## src/core/gpt16_pkg.sv

```systemverilog
// Constants shared by the gated 16-bit timer
package gpt16_pkg;

  // ----------------------------------------------------------------
  // Register offsets
  // ----------------------------------------------------------------
  localparam logic [15:0] ADDR_COUNT_VALUE = 16'h0100;
  localparam logic [15:0] ADDR_PERIOD_VALUE = 16'h0102;
  localparam logic [15:0] ADDR_TIMER_CONTROL = 16'h0104;
  localparam logic [15:0] ADDR_IRQ_STATUS = 16'h0106;
  localparam logic [15:0] ADDR_IRQ_MASK = 16'h0108;

  // ----------------------------------------------------------------
  // Control field positions
  // ----------------------------------------------------------------
  localparam int TIMER_ON_POS = 15;
  localparam int IDLE_STOP_POS = 13;
  localparam int GATE_ACC_POS = 6;
  localparam int PRESC_HI_POS = 5;
  localparam int PRESC_LO_POS = 4;
  localparam int EXT_SYNC_POS = 2;
  localparam int CLK_SRC_POS = 1;
  localparam logic [15:0] CONTROL_WMASK = 16'hA076;

  // ----------------------------------------------------------------
  // Interrupt status bit positions
  // ----------------------------------------------------------------
  localparam int IRQ_MATCH_POS = 0;
  localparam int IRQ_GATE_POS = 1;
  localparam int IRQ_BITS = 2;

  // ----------------------------------------------------------------
  // Reset values
  // ----------------------------------------------------------------
  localparam logic [15:0] COUNT_RESET = 16'h0000;
  localparam logic [15:0] PERIOD_RESET = 16'hFFFF;
  localparam logic [15:0] CONTROL_RESET = 16'h0000;
  localparam logic [15:0] READ_IDLE = 16'h0000;

  // ----------------------------------------------------------------
  // Prescaler terminal counts and instruction-cycle divider
  // ----------------------------------------------------------------
  localparam logic [1:0] PRESC_SEL_1 = 2'h0;
  localparam logic [1:0] PRESC_SEL_8 = 2'h1;
  localparam logic [1:0] PRESC_SEL_64 = 2'h2;
  localparam logic [7:0] PRESC_LAST_1 = 8'h00;
  localparam logic [7:0] PRESC_LAST_8 = 8'h07;
  localparam logic [7:0] PRESC_LAST_64 = 8'h3F;
  localparam logic [7:0] PRESC_LAST_256 = 8'hFF;
  localparam logic [1:0] TCY_LAST = 2'h3;

endpackage

```

## src/core/gpt16_timer.sv

```systemverilog
// Gated 16-bit timer/counter with prescaler, idle/sleep control and interrupt
//
// Chosen here: the address-and-strobe port and the address map.
`timescale 1ns/1ps
`default_nettype none

module gpt16_timer (
  // Clock and reset
  input wire logic clk_i,
  input wire logic srst_i,
  // Register port
  input wire logic [15:0] addr_i,
  input wire logic [15:0] wdata_i,
  input wire logic wr_i,
  input wire logic rd_i,
  output logic [15:0] rdata_o,
  // Processor power state
  input wire logic idle_i,
  input wire logic sleep_i,
  // External clock or gate pin
  input wire logic ext_clock_gate_pin_i,
  // Interrupt
  output logic irq_o
);

  // ----------------------------------------------------------------
  // Registers
  // ----------------------------------------------------------------
  logic [15:0] count_value_q;
  logic [15:0] period_value_q;
  logic [15:0] timer_control_q;
  logic [gpt16_pkg::IRQ_BITS-1:0] irq_flag_status_q;
  logic [gpt16_pkg::IRQ_BITS-1:0] irq_enable_control_q;
  logic [15:0] rdata_q;
  logic irq_q;
  logic [7:0] presc_q;
  logic [1:0] tcy_q;
  logic pin_sync1_q;
  logic pin_sync2_q;
  logic pin_sync3_q;
  logic pin_raw_q;

  // ----------------------------------------------------------------
  // Decode
  // ----------------------------------------------------------------
  logic wr_count;
  logic wr_period;
  logic wr_control;
  logic wr_status;
  logic wr_mask;
  assign wr_count = wr_i && (addr_i == gpt16_pkg::ADDR_COUNT_VALUE);
  assign wr_period = wr_i && (addr_i == gpt16_pkg::ADDR_PERIOD_VALUE);
  assign wr_control = wr_i && (addr_i == gpt16_pkg::ADDR_TIMER_CONTROL);
  assign wr_status = wr_i && (addr_i == gpt16_pkg::ADDR_IRQ_STATUS);
  assign wr_mask = wr_i && (addr_i == gpt16_pkg::ADDR_IRQ_MASK);

  logic timer_on_bit;
  logic idle_stop_bit;
  logic gate_accumulate_enable;
  logic [1:0] prescale_select;
  logic external_sync_select;
  logic clock_source_select;
  assign timer_on_bit = timer_control_q[gpt16_pkg::TIMER_ON_POS];
  assign idle_stop_bit = timer_control_q[gpt16_pkg::IDLE_STOP_POS];
  assign gate_accumulate_enable = timer_control_q[gpt16_pkg::GATE_ACC_POS];
  assign prescale_select =
    timer_control_q[gpt16_pkg::PRESC_HI_POS:gpt16_pkg::PRESC_LO_POS];
  assign external_sync_select = timer_control_q[gpt16_pkg::EXT_SYNC_POS];
  assign clock_source_select = timer_control_q[gpt16_pkg::CLK_SRC_POS];

  // ----------------------------------------------------------------
  // Clock sources
  // ----------------------------------------------------------------
  logic tcy_tick;
  logic gate_mode;
  logic sync_rise;
  logic raw_rise;
  logic gate_fall;
  logic src_tick;
  assign tcy_tick = (tcy_q == gpt16_pkg::TCY_LAST);
  assign gate_mode = gate_accumulate_enable && !clock_source_select;
  // Edge detection looks only at the second and third stages
  assign sync_rise = pin_sync2_q && !pin_sync3_q;
  // Pin is already clock-synchronous, so raw mode skips the two stages
  assign raw_rise = ext_clock_gate_pin_i && !pin_raw_q;
  assign gate_fall = !pin_sync2_q && pin_sync3_q;

  always_comb
  begin
    if (!clock_source_select)
      src_tick = tcy_tick && (!gate_accumulate_enable || pin_sync2_q);
    else if (external_sync_select)
      src_tick = sync_rise;
    else
      src_tick = raw_rise;
  end

  // Running conditions for idle and sleep
  logic async_ext;
  logic run;
  assign async_ext = clock_source_select && !external_sync_select;
  assign run = timer_on_bit
    && !(idle_i && idle_stop_bit)
    && !(sleep_i && !async_ext);

  // ----------------------------------------------------------------
  // Prescaler
  // ----------------------------------------------------------------
  logic [7:0] presc_last;
  logic presc_tick;
  always_comb
  begin
    case (prescale_select)
      gpt16_pkg::PRESC_SEL_1: presc_last = gpt16_pkg::PRESC_LAST_1;
      gpt16_pkg::PRESC_SEL_8: presc_last = gpt16_pkg::PRESC_LAST_8;
      gpt16_pkg::PRESC_SEL_64: presc_last = gpt16_pkg::PRESC_LAST_64;
      default: presc_last = gpt16_pkg::PRESC_LAST_256;
    endcase
  end
  assign presc_tick = run && src_tick && (presc_q >= presc_last);

  logic ton_clear;
  assign ton_clear = wr_control && !wdata_i[gpt16_pkg::TIMER_ON_POS];

  always_ff @(posedge clk_i)
  begin
    if (srst_i || wr_count || ton_clear)
      presc_q <= 8'h00;
    else if (run && src_tick)
      presc_q <= presc_tick ? 8'h00 : presc_q + 8'h01;
    // Prescaler holds its value while the timer is off, except that a count write or a control write with TON clear zeroes it
  end

  always_ff @(posedge clk_i)
  begin
    if (srst_i)
      tcy_q <= 2'h0;
    else
      tcy_q <= tcy_q + 2'h1;
  end

  // ----------------------------------------------------------------
  // Pin sampling
  // ----------------------------------------------------------------
  always_ff @(posedge clk_i)
  begin
    if (srst_i)
    begin
      pin_sync1_q <= 1'b0;
      pin_sync2_q <= 1'b0;
      pin_sync3_q <= 1'b0;
      pin_raw_q <= 1'b0;
    end
    else
    begin
      pin_sync1_q <= ext_clock_gate_pin_i;
      pin_sync2_q <= pin_sync1_q;
      pin_sync3_q <= pin_sync2_q;
      pin_raw_q <= ext_clock_gate_pin_i;
    end
  end

  // ----------------------------------------------------------------
  // Counter
  // ----------------------------------------------------------------
  logic match_evt;
  logic gate_evt;
  assign match_evt = presc_tick && (count_value_q == period_value_q);
  assign gate_evt = timer_on_bit && gate_mode && gate_fall;

  always_ff @(posedge clk_i)
  begin
    if (srst_i)
      count_value_q <= gpt16_pkg::COUNT_RESET;
    else if (wr_count)
      count_value_q <= gpt16_pkg::COUNT_RESET;
    else if (match_evt)
      count_value_q <= gpt16_pkg::COUNT_RESET;
    else if (presc_tick)
      count_value_q <= count_value_q + 16'h0001;
  end

  always_ff @(posedge clk_i)
  begin
    if (srst_i)
      period_value_q <= gpt16_pkg::PERIOD_RESET;
    else if (wr_period)
      period_value_q <= wdata_i;
  end

  always_ff @(posedge clk_i)
  begin
    if (srst_i)
      timer_control_q <= gpt16_pkg::CONTROL_RESET;
    else if (wr_control)
      timer_control_q <= wdata_i & gpt16_pkg::CONTROL_WMASK;
  end

  // ----------------------------------------------------------------
  // Interrupts
  // ----------------------------------------------------------------
  logic [gpt16_pkg::IRQ_BITS-1:0] irq_set;
  logic [gpt16_pkg::IRQ_BITS-1:0] irq_clr;
  always_comb
  begin
    irq_set = '0;
    irq_set[gpt16_pkg::IRQ_MATCH_POS] = match_evt;
    irq_set[gpt16_pkg::IRQ_GATE_POS] = gate_evt;
    irq_clr = wr_status ? wdata_i[gpt16_pkg::IRQ_BITS-1:0] : '0;
  end

  // A new event beats a clear in the same cycle
  always_ff @(posedge clk_i)
  begin
    if (srst_i)
      irq_flag_status_q <= '0;
    else
      irq_flag_status_q <= (irq_flag_status_q & ~irq_clr) | irq_set;
  end

  always_ff @(posedge clk_i)
  begin
    if (srst_i)
      irq_enable_control_q <= '0;
    else if (wr_mask)
      irq_enable_control_q <= wdata_i[gpt16_pkg::IRQ_BITS-1:0];
  end

  always_ff @(posedge clk_i)
  begin
    if (srst_i)
      irq_q <= 1'b0;
    else
      irq_q <= |(irq_flag_status_q & irq_enable_control_q);
  end

  // ----------------------------------------------------------------
  // Read port
  // ----------------------------------------------------------------
  always_ff @(posedge clk_i)
  begin
    if (srst_i || !rd_i)
      rdata_q <= gpt16_pkg::READ_IDLE;
    else
    begin
      case (addr_i)
        gpt16_pkg::ADDR_COUNT_VALUE: rdata_q <= count_value_q;
        gpt16_pkg::ADDR_PERIOD_VALUE: rdata_q <= period_value_q;
        gpt16_pkg::ADDR_TIMER_CONTROL: rdata_q <= timer_control_q;
        gpt16_pkg::ADDR_IRQ_STATUS: rdata_q <= {14'h0000, irq_flag_status_q};
        gpt16_pkg::ADDR_IRQ_MASK: rdata_q <= {14'h0000, irq_enable_control_q};
        default: rdata_q <= gpt16_pkg::READ_IDLE;
      endcase
    end
  end

  assign rdata_o = rdata_q;
  assign irq_o = irq_q;

  // ----------------------------------------------------------------
  // Assertions
  // ----------------------------------------------------------------
  property p_wrap;
    @(posedge clk_i) disable iff (srst_i)
    (presc_tick && !wr_count && count_value_q == period_value_q)
      |=> (count_value_q == 16'h0000);
  endproperty
  a_wrap: assert property (p_wrap) else $error("count did not wrap at period");

  property p_incr;
    @(posedge clk_i) disable iff (srst_i)
    (presc_tick && !wr_count && count_value_q != period_value_q)
      |=> (count_value_q == $past(count_value_q) + 16'h0001);
  endproperty
  a_incr: assert property (p_incr) else $error("count did not advance");

  property p_idle_hold;
    @(posedge clk_i) disable iff (srst_i)
    (idle_i && idle_stop_bit && !wr_count) |=> $stable(count_value_q);
  endproperty
  a_idle_hold: assert property (p_idle_hold) else $error("count moved in idle");

  property p_sleep_hold;
    @(posedge clk_i) disable iff (srst_i)
    (sleep_i && !async_ext && !wr_count) |=> $stable(count_value_q);
  endproperty
  a_sleep_hold: assert property (p_sleep_hold) else $error("count moved in sleep");

  property p_presc_clr;
    @(posedge clk_i) disable iff (srst_i)
    (wr_count || ton_clear) |=> (presc_q == 8'h00);
  endproperty
  a_presc_clr: assert property (p_presc_clr) else $error("prescaler not cleared");

  property p_presc_off;
    @(posedge clk_i) disable iff (srst_i)
    (!timer_on_bit && !wr_count && !ton_clear) |=> $stable(presc_q);
  endproperty
  a_presc_off: assert property (p_presc_off) else $error("prescaler moved while off");

  property p_presc_range;
    @(posedge clk_i) disable iff (srst_i)
    (run && src_tick && (presc_q >= presc_last)) |=> (presc_q == 8'h00);
  endproperty
  a_presc_range: assert property (p_presc_range) else $error("prescaler overran");

  property p_ctrl_keep;
    @(posedge clk_i) disable iff (srst_i)
    (wr_control && !presc_tick) |=> $stable(count_value_q);
  endproperty
  a_ctrl_keep: assert property (p_ctrl_keep) else $error("control write moved count");

  property p_gate_low;
    @(posedge clk_i) disable iff (srst_i)
    (gate_mode && !pin_sync2_q && !wr_count) |=> $stable(count_value_q);
  endproperty
  a_gate_low: assert property (p_gate_low) else $error("counted with gate low");

  property p_flag_set;
    @(posedge clk_i) disable iff (srst_i)
    (match_evt || gate_evt) |=> ((irq_flag_status_q & $past(irq_set)) == $past(irq_set));
  endproperty
  a_flag_set: assert property (p_flag_set) else $error("flag not set on event");

  property p_flag_hold;
    @(posedge clk_i) disable iff (srst_i)
    (irq_flag_status_q[gpt16_pkg::IRQ_MATCH_POS] && !wr_status)
      |=> irq_flag_status_q[gpt16_pkg::IRQ_MATCH_POS];
  endproperty
  a_flag_hold: assert property (p_flag_hold) else $error("flag dropped by itself");

  property p_irq_gate;
    @(posedge clk_i) disable iff (srst_i)
    match_evt ##1 irq_enable_control_q[gpt16_pkg::IRQ_MATCH_POS] |=> irq_o;
  endproperty
  a_irq_gate: assert property (p_irq_gate) else $error("enabled match gave no irq");

  c_wrap: cover property (@(posedge clk_i) disable iff (srst_i) match_evt);
  c_gate_fall: cover property (@(posedge clk_i) disable iff (srst_i) gate_evt);
  c_sleep_count: cover property (@(posedge clk_i) disable iff (srst_i)
    sleep_i && presc_tick);
  c_irq: cover property (@(posedge clk_i) disable iff (srst_i) $rose(irq_o));

endmodule

`default_nettype wire

```

## config.mk

```make
export PLATFORM = sky130hd
export DESIGN_NAME = gpt16_timer
export DESIGN_NICKNAME = d
export VERILOG_FILES = /design/src/core/gpt16_pkg.sv /design/src/core/gpt16_timer.sv
export SDC_FILE = /design/constraint.sdc
export NUM_CORES = 1
export LEC_CHECK = 0
export ABC_AREA = 1
export ABC_CLOCK_PERIOD_IN_PS = 2020
export BUFFER_PORTS_ARGS = -buffer_cell sky130_fd_sc_hd__buf_4
export CORE_UTILIZATION = 58
export DETAILED_ROUTE_END_ITERATION = 7
export HOLD_SLACK_MARGIN = 0.12
export PLACE_DENSITY = 0.88
export RECOVER_POWER = 50
export SYNTH_ARGS = -nofsm -noshare
export SYNTH_HDL_FRONTEND = slang
export SYNTH_SLANG_ARGS = --single-unit
export TNS_END_PERCENT = 20
```

## constraint.sdc

```tcl
create_clock -name clk_i -period 2.02 [get_ports clk_i]
set_input_delay 0.101 -clock clk_i [delete_from_list [all_inputs] [get_ports clk_i]]
set_output_delay 0.101 -clock clk_i [all_outputs]
set_load 0.01 [all_outputs]
```

==> results of run 1 <==
[layout make-up]
| cell class | instances | area [sq um] | share of cell area [%] |
|---|---|---|---|
| Tap cell | 96 | 120 | 2.40 |
| Multi-Input combinational cell | 432 | 2240 | 44.7 |
| Clock buffer | 9 | 124 | 2.47 |
| Inverter | 86 | 323 | 6.44 |
| Sequential cell | 73 | 1460 | 29.2 |
| Timing Repair Buffer | 92 | 669 | 13.4 |
| Clock inverter | 7 | 71.3 | 1.42 |
[metal layers]
layer / global-route usage (%) / share of wire (%) / up-vias
li1: - / - / 2073
met1: 34.9 / 40 / 1867
met2: 55.0 / 49 / 193
met3: 5.69 / 6.6 / 47
met4: 18.6 / 4.6 / 0
met5: 0 / 0 / -
[how the worst min path moves through the flow]
stage                              start                       to  slack [ns]  cells after the start
floorplan           ext_clock_gate_pin_i                pin_raw_q        0.21                      2
global placement              wdata_i[8]        period_value_q[8]        0.31                      3
detailed placement           wdata_i[11]       period_value_q[11]        0.31                      3
CTS                            addr_i[2]  irq_enable_control_q[0]        0.13                      4
global route                   addr_i[2]  irq_enable_control_q[1]        0.17                      4
finish                         addr_i[2]  irq_enable_control_q[0]        0.14                      4
[per-stage QoR]
stage	util (%)	cells	power [uW]	hold WS [ns]	worst slack, ns
after floorplan	-	614	1540	0.208	0.278
after global placement	68.1	758	1610	0.306	0.156
after detailed placement	68.1	758	1620	0.306	0.0490
after CTS	74.0	795	2780	0.134	0.0286
after global routing	73.0	795	2870	0.168	0.00504
final	73.0	795	2770	0.144	0.132
[sequential cells by signal, summed over array words and instances, names as in the netlist, 2 cells and up]
signal                count
count_value_q            16
irq_enable_control_q      2
irq_flag_status_q         2
period_value_q           16
presc_q                   8
rdata_o                  16
tcy_q                     2
timer_control_q           7
[synthesized netlist by cell type (all sizes together)]
cell    number
nand3b       2
o21bai       1
a31oi        1
o211ai       3
a21o         1
nor2b        1
inv         86
o21ai       19
and3         1
xnor2       22
clkbuf      12
buf         11
nand3       56
a211oi       1
nand4       14
a21boi       1
xor2         8
dfxtp       73
nand2      172
or2          1
nor2        89
a21oi       25
nor3         8
ha           6
[logic make-up after synthesis]
family | count (synthesis) | share of synthesized area, %
simple gates | 344 | 38.1
buf+inv | 109 | 11.6
flops | 73 | 34.9
compound gates | 52 | 7.29
xor+xnor | 30 | 6.27
fa+ha+maj | 6 | 1.79
[critical path: stages (launching register included)]
cell     delay (ns)
dfxtp_2        0.36
nand2_1        0.09
ha_1           0.30
a21o_1         0.21
a31oi_4        0.26
nand2_8        0.16
nand2_8        0.17
nand2_1        0.08
nand2_1        0.07
inv_1          0.04
nor2_1         0.07
[power breakdown]
| part | leakage (uW) | switching [uW] | internal [uW] |
|---|---|---|---|
| clock | 0.0000912 | 584 | 567 |
| combinational | 0.00144 | 82.5 | 88.4 |
| sequential | 0.000590 | 2.16 | 1440 |
| total | 0.00212 | 668 | 2100 |
[timing repair]
item | in CTS | in global routing
hold buffers | 21 | 0
gates resized for setup | 0 | 2
endpoints found under the hold margin | 33 | 0
setup endpoints to repair | 0 | 16
==> run_results.csv, run 1 <==
group,metric,value,unit
sta,post-route-period-util,93.5,%
run_status,status,"completed",
synthesis,syn-mean-instance-area,6.82,sq um
layout,final_cell_mix,"nand2_1 (154), inv_1 (82), nor2_1 (72), dfxtp_1 (72), nand3_1 (53)",
floorplanning,dieArea,7570,sq um
critical_path,required,2.32,ns
cts,htreeDepth,3,
critical_path,cp-startpoint,"timer_control_q[5]",
synthesis,netlist_top_cells_area,"dfxtp_1 (35%), nand2_1 (14%), inv_1 (7.3%)",
cts,postCtsSetupBuffers,0,
global_route,grt_overflow,0,
place,hpwl,7770,um
cts,clock_sinks,73,
layout,nFillCells,546,
synthesis,syn-num-nets,659,
route,drtAntennaViolNets,0,
route,via_per_inst,5.26,
floorplanning,chipHeight,87.0,um
critical_path,rr_startpoint,"timer_control_q[5]",
critical_path,rr_worst_depth,10,
layout,final_common_cell,"nand2_1",
power,p_leak,0.00212,uW
sta,final_max_slew_viol_count,0,
synthesis,ys.warnings.count,0,
layout,final_area,5010,sq um
synthesis,synth_area,4190,sq um
synthesis,netlist_instances,614,
power,power.density,552,nW/um^2
place,placed_area,4680,sq um
run,maxCapViolCount,0,
route,drt_iter0_drc,293,
route,drc,0,
sta,skew,0.00862,ns
layout,nets,739,
sta,fmax,0.530,GHz
global_route,grt_pass1_wl,18100,um
critical_path,path_class,"flip-flop to flip-flop",
critical_path,regToRegSetupSlack,0.13,ns
route,via_count,4180,
sta,setup-tns-final,0,ns
sta,rsz0062_at_grt,"no",
route,first_pass_iters,6,
critical_path,worstSetupEndpoint,"count_value_q[2]",
floorplanning,fp.dieW,87.0,um
layout,drive_gt1_share,16.3,%
global_route,track_usage,31.2,%
critical_path,r2r_end,"count_value_q[2]",
critical_path,crit_path_end_kind,"flip-flop",
min_path,min_path_type,"primary input to flip-flop",
floorplanning,io_pins,56,
sta,fin_crit,1.89,ns
floorplanning,start_util,61.0,%
cts,cts_buffer_depth,2,
cts,cts_root_buf,"clkbuf_8",
place,numPortBuffers,55,
global_route,grt_pass1_vias,4054,
synthesis,netlist-cell-type-count,38,
cts,clk_pin_slew,0.08,ns
sta,worst_slew_pin_slew,0.696,ns
synthesis,yosys_register_bits,73,
critical_path,worst_setup_path_start_kind,"flip-flop",
floorplanning,core,6870,sq um
floorplanning,fp-row-count,30,
synthesis,netlist.area_leader.share,34.9,%
synthesis,synth_top_cell_by_area,"dfxtp_1",
global_route,antenna_found_initial,0,
cts,cts_tree,"yes",
critical_path,arrival,2.19,ns
synthesis,synth_seq_area_share,34.9,%
sta,timing.slew.headroom,53.6,%
sta,setup_viol,0,
place,place.gp.congestion,0.949,
power,ir_drop,576,uV
route,wl_per_cell,13.9,um
critical_path,worstPathMaxFanout,18,
global_route,grt_max_degree,25,
cts,clock_latency,0.36,ns
sta,hold_viol,0,
route,drt-total-wl,11000,um
cts,cts_buffers,9,
layout,num_antenna_cells,0,
layout,syn2layout_area_growth,19.6,%
Note: power is estimated with default switching activity, not from simulation.
==> run 2: changes to the inputs <==
Settings changed: BUFFER_PORTS_ARGS -buffer_cell sky130_fd_sc_hd__buf_4 to -buffer_cell sky130_fd_sc_hd__buf_2, GPL_TIMING_DRIVEN set to 0.
==> run_results.csv, run 2 (synthesized netlist as in run 1, its figures left out) <==
group,metric,value,unit
layout,fin_cells,803,
cts,clock_sinks,73,
cts,cts_buffers,9,
layout,drive_gt1_share,16.8,%
layout,num_antenna_cells,0,
route,via_per_inst,5.21,
floorplanning,fp.dieW,87.0,um
sta,setup-tns-final,0,ns
global_route,grt_max_degree,14,
sta,fmax,0.526,GHz
route,drt-total-wl,10500,um
place,hpwl,7500,um
sta,worst_slew_pin_slew,0.636,ns
global_route,grt_overflow,0,
cts,clock_latency,0.36,ns
place,place.gp.congestion,0.943,
critical_path,crit_chain,"nand2_1 -> ha_1 -> a21o_1 -> a31oi_4 -> nand2_8 -> nand3_4 -> nand2_4 -> buf_12 -> nor2_2",
critical_path,rr_worst_depth,9,
sta,hold_viol,0,
critical_path,r2r_end,"count_value_q[9]",
run_status,status,"completed",
route,first_pass_iters,5,
floorplanning,io_pins,56,
floorplanning,start_util,61.0,%
critical_path,arrival,2.20,ns
critical_path,path_class,"flip-flop to flip-flop",
cts,htreeDepth,3,
min_path,hp-start,"addr_i[2]",
place,placed_area,4580,sq um
min_path,hold_path_depth,4,
route,drt_iter0_drc,297,
critical_path,rr_startpoint,"timer_control_q[5]",
global_route,antenna_found_initial,0,
cts,cts_root_buf,"clkbuf_8",
layout,final_common_cell,"nand2_1",
cts,clk_pin_slew,0.08,ns
critical_path,cpMaxStageDelayCell,"dfxtp_2",
route,via_count,4187,
sta,rsz0062_at_grt,"no",
min_path,whs_endpoint,"irq_enable_control_q[1]",
critical_path,crit_path_max_incr_delay,0.36,ns
power,ir_drop,447,uV
critical_path,worstPathMaxFanout,10,
sta,post-route-period-util,94.1,%
sta,final_max_slew_viol_count,0,
route,drc,0,
layout,final_cell_mix,"nand2_1 (153), inv_1 (82), nor2_1 (72), dfxtp_1 (72), nand3_1 (53)",
floorplanning,fp-row-count,30,
route,wl_per_cell,13.1,um
power,p_leak,0.00213,uW
place,numPortBuffers,54,
min_path,min_path_type,"primary input to flip-flop",
floorplanning,chipHeight,87.0,um
sta,timing.slew.headroom,57.5,%
cts,cts_tree,"yes",
sta,final.hold.worst_slack,0.194,ns
power,p_total,2730,uW
floorplanning,core,6870,sq um
global_route,grt_pass1_vias,4017,
global_route,track_usage,29.5,%
layout,nets,747,
sta,skew,0.0108,ns
place,place_inst,764,
run,maxCapViolCount,0,
route,drtAntennaViolNets,0,
global_route,grt_pass1_wl,17400,um
layout,final_area,4960,sq um
sta,setup_viol,0,
critical_path,regToRegSetupSlack,0.12,ns
critical_path,worst_setup_path_start_kind,"flip-flop",
cts,cts_buffer_depth,2,
floorplanning,dieArea,7570,sq um
critical_path,crit_path_end_kind,"flip-flop",
sta,fin_crit,1.90,ns
power,power.density,550,nW/um^2
layout,syn2layout_area_growth,18.4,%
critical_path,required,2.32,ns
[run 2: cell types whose count changed in the layout (fill, tap and decap cells not counted), sizes merged]
cell,previous run,this run
clkbuf,29,41
inv,85,86
dlygate4sd3,21,20
clkinv,4,3
buf,51,48
[run 2: routing by layer]
layer,up-vias,track usage [%],wire length (um)
li1,2086,-,-
met1,1869,35.4,4580
met2,201,50.6,4940
met3,31,4.64,699
met4,0,15.9,295
met5,-,0,0
[run 2: how the worst max path moves through the flow]
stage / endpoint / startpoint / cells after the start
floorplan: count_value_q[10] / timer_control_q[5] / 9
CTS: count_value_q[10] / timer_control_q[5] / 9
finish: count_value_q[9] / timer_control_q[5] / 9
global route: count_value_q[10] / timer_control_q[5] / 11
global placement: count_value_q[10] / timer_control_q[5] / 12
detailed placement: count_value_q[10] / timer_control_q[5] / 9
[run 2: final cells by class]
cell class | instances | area, sq um
Multi-Input combinational cell | 432 | 2230
Fill cell | 564 | 1910
Sequential cell | 73 | 1460
Timing Repair Buffer | 77 | 470
Inverter | 86 | 323
Buffer | 23 | 161
Clock buffer | 9 | 124
Tap cell | 96 | 120
Clock inverter | 7 | 71.3
[run 2: per-stage QoR]
stage          worst slack [ns]  util, %
5_1_grt                 0.00829     72.2
2_1_floorplan             0.278        -
3_5_place_dp             0.0941     66.7
3_3_place_gp              0.142     66.7
6_report                  0.120     72.2
4_1_cts                  0.0737     72.4
[run 2: repair_timing]
| action | CTS | global route |
|---|---|---|
| buffers inserted | 0 | 3 |
| gates resized for setup | 0 | 1 |
| setup endpoints to repair | 0 | 13 |
| hold buffers | 20 | 0 |
| hold endpoints to repair | 26 | 0 |
[run 2: critical path: cells and delay by family (launching register included)]
kind	cells	cell delay, ns
AO/OA/AOI/OAI	2	0.48
AND/OR/NAND/NOR	5	0.54
adder cells (fa/ha/maj)	1	0.30
buffers and inverters	1	0.16
flip-flops	1	0.36
[run 2: power by group]
part / switching, uW / internal [uW]
combinational: 83.4 / 70.4
sequential: 2.13 / 1440
clock: 564 / 567
total: 650 / 2080
==> run 3: changes to the inputs <==
Settings changed: ABC_AREA 1 to not set, CAP_MARGIN set to 20, CORE_UTILIZATION 58 to 57.
==> run_results.csv, run 3 <==
group,metric,value,unit
sta,post-route-period-util,113,%
synthesis,synth_top_cell_by_area,"dfxtp_1",
route,m1WireLength,4410,um
min_path,min_path_type,"primary input to flip-flop",
synthesis,synth_seq_area_share,40.0,%
synthesis,netlist_top_cells_area,"dfxtp_1 (40%), mux2i_1 (12%), xor2_1 (4.3%)",
global_route,grt_max_degree,13,
critical_path,regToRegSetupSlack,-0.26,ns
synthesis,yosys_register_bits,73,
sta,rsz0062_at_grt,"yes",
layout,final_area,4690,sq um
place,place_inst,518,
run,maxCapViolCount,0,
layout,syn2layout_area_growth,28.4,%
floorplanning,fp.dieW,82.1,um
place,placed_area,4050,sq um
route,first_pass_iters,5,
power,p_leak,0.00170,uW
critical_path,crit_path_max_incr_delay,0.40,ns
route,via_per_inst,6.80,
cts,cts_buffer_depth,2,
synthesis,synth_edf_count,0,
synthesis,ys.warnings.count,0,
sta,worst_slew_pin_slew,0.941,ns
sta,fmax,0.439,GHz
layout,fin_util,77.4,%
critical_path,rr_startpoint,"timer_control_q[4]",
cts,cts_root_buf,"clkbuf_8",
critical_path,worstPathMaxFanout,6,
floorplanning,dieArea,6730,sq um
synthesis,synthTopCellsByCount,"dfxtp_1 (73), mux2i_1 (44), nor2_1 (40), nand2_1 (30), a21oi_1 (23)",
critical_path,cp-startpoint,"timer_control_q[4]",
route,drtAntennaViolNets,0,
min_path,hp-start,"srst_i",
min_path,hold_path_depth,2,
floorplanning,chipHeight,82.1,um
critical_path,path_delay_family,"compound AO/OA/AOI/OAI gates",
critical_path,cp_common_cell,"buf_6",
floorplanning,start_util,60.3,%
synthesis,synth_flop_cell,"dfxtp_1",
critical_path,crit_buf_inv,2,
layout,drive_gt1_share,26.6,%
synthesis,postSynth.asyncResetShare,0,%
cts,clk_pin_slew,0.08,ns
synthesis,netlist.area_leader.share,40.0,%
layout,final_cell_mix,"dfxtp_1 (69), mux2i_1 (44), buf_2 (42)",
sta,setup_viol,25,
route,wl_met2,5730,um
cts,htreeDepth,3,
cts,cts_tree,"yes",
critical_path,required,2.26,ns
power,power.density,598,nW/um^2
critical_path,crit_chain,"nand2_4 -> ha_4 -> a21o_1 -> a311o_2 -> nand4_4 -> buf_6 -> o311ai_4 -> buf_6 -> a21oi_1",
sta,worst_slack,-0.259,ns
floorplanning,io_pins,56,
place,place.gp.congestion,0.875,
power,p_seq_share,51.5,%
global_route,grt_pass1_vias,3642,
cts,clock_sinks,73,
critical_path,worst_setup_path_start_kind,"flip-flop",
layout,nets,536,
floorplanning,fp-row-count,28,
power,switching_share,24.3,%
sta,skew,0.00771,ns
place,hpwl,6410,um
critical_path,r2r_end,"count_value_q[15]",
power,ir_drop,627,uV
power,clkPwrFrac,42.1,%
route,top_layer,"met4",
route,wl_per_cell,21.7,um
layout,num_antenna_cells,0,
synthesis,syn-num-nets,436,
sta,fin_crit,2.28,ns
place,numPortBuffers,52,
synthesis,netlist_instances,391,
route,via_count,3883,
sta,final_max_slew_viol_count,0,
global_route,grt_pass1_wl,18200,um
global_route,grt_overflow,0,
floorplanning,core,6060,sq um
critical_path,cpMaxStageDelayCell,"dfxtp_4",
route,met3_wirelength,1330,um
power,p_switching,682,uW
global_route,track_usage,37.5,%
sta,hold_viol,0,
route,drt_iter0_drc,429,
critical_path,rr_worst_depth,9,
power,power_frac_comb,6.4,%
synthesis,syn-mean-instance-area,9.34,sq um
synthesis,synth.most_common_cell,"dfxtp_1",
sta,timing.slew.headroom,35.7,%
synthesis,synth_area,3650,sq um
route,drt-total-wl,12400,um
power,p_total,2810,uW
synthesis,netlist-cell-type-count,52,
global_route,antenna_found_initial,0,
critical_path,path_class,"flip-flop to flip-flop",
layout,fin_cells,571,
run_status,violations,"setup timing",
power,p_int,2120,uW
sta,final.hold.worst_slack,0.179,ns
cts,cts_buffers,9,
run_status,status,"finished, violations left",
route,drc,0,
min_path,whs_endpoint,"tcy_q[1]",
layout,final_common_cell,"dfxtp_1",
cts,clock_latency,0.36,ns
critical_path,arrival,2.52,ns
critical_path,crit_path_end_kind,"flip-flop",
## run 3: what timing repair did
item / 4_1_cts / 5_1_grt
hold buffers: 17 / 0
hold endpoints to repair: 26 / 0
setup endpoints to repair: 25 / 25
buffers inserted: 15 / 3
cloned: 3 / 1
resized for setup: 19 / 19
pin swaps: 22 / 10
## run 3: logic make-up after synthesis
| kind of cell | share of synthesized area [%] |
|---|---|
| AOI/OAI and AO/OA | 13.7 |
| xor gates and xnor gates | 4.32 |
| adders and majority gates | 2.05 |
| buffers and inverters | 4.83 |
| DFF | 40.0 |
| muxes | 12.1 |
| and+or+nand+nor | 23.0 |
## run 3: how the worst max path moves through the flow
stage | endpoint | slack [ns] | depth (start not counted)
after floorplan | count_value_q[11] | -0.009 | 9
after global placement | count_value_q[1] | -0.19 | 10
after detailed placement | count_value_q[1] | -0.30 | 10
after CTS | count_value_q[8] | -0.07 | 8
after global routing | count_value_q[3] | -0.28 | 9
final | count_value_q[15] | -0.26 | 9
## run 3: power by group through the flow
stage,registers [uW],clock network [uW],logic [uW]
2_1_floorplan,1480,0,74.2
3_3_place_gp,1480,0,131
3_5_place_dp,1480,0,134
4_1_cts,1440,1160,166
5_1_grt,1450,1220,189
6_report,1440,1180,180
## run 3: worst reg2reg max path: cells and delay by family (launching register included)
family / cells / cell delay, ns
buf+inv: 2 / 0.38
flops: 1 / 0.40
compound gates: 4 / 0.84
simple gates: 2 / 0.24
fa+ha+maj: 1 / 0.30
## run 3: cell type report
cell class / instances / area (sq um)
clock inverters: 5 / 55.1
inverters: 10 / 37.5
repair buffers: 90 / 584
fillers: 327 / 1370
multi-input cells: 286 / 2170
flip-flops and latches: 73 / 1470
well taps: 75 / 93.8
clock buffers: 11 / 141
plain buffers: 21 / 140
## run 3: per-layer routing
layer / GRT usage, % / vias up
met5: 0 / -
met4: 26.8 / 0
li1: - / 1625
met2: 61.2 / 357
met1: 40.3 / 1784
met3: 12.7 / 117
## run 3: stage by stage
stage | setup TNS [ns] | setup WS, ns
2_1_floorplan | -0.0267 | -0.00902
3_3_place_gp | -3.35 | -0.190
3_5_place_dp | -4.80 | -0.297
4_1_cts | -1.23 | -0.0748
5_1_grt | -5.87 | -0.285
6_report | -4.72 | -0.259
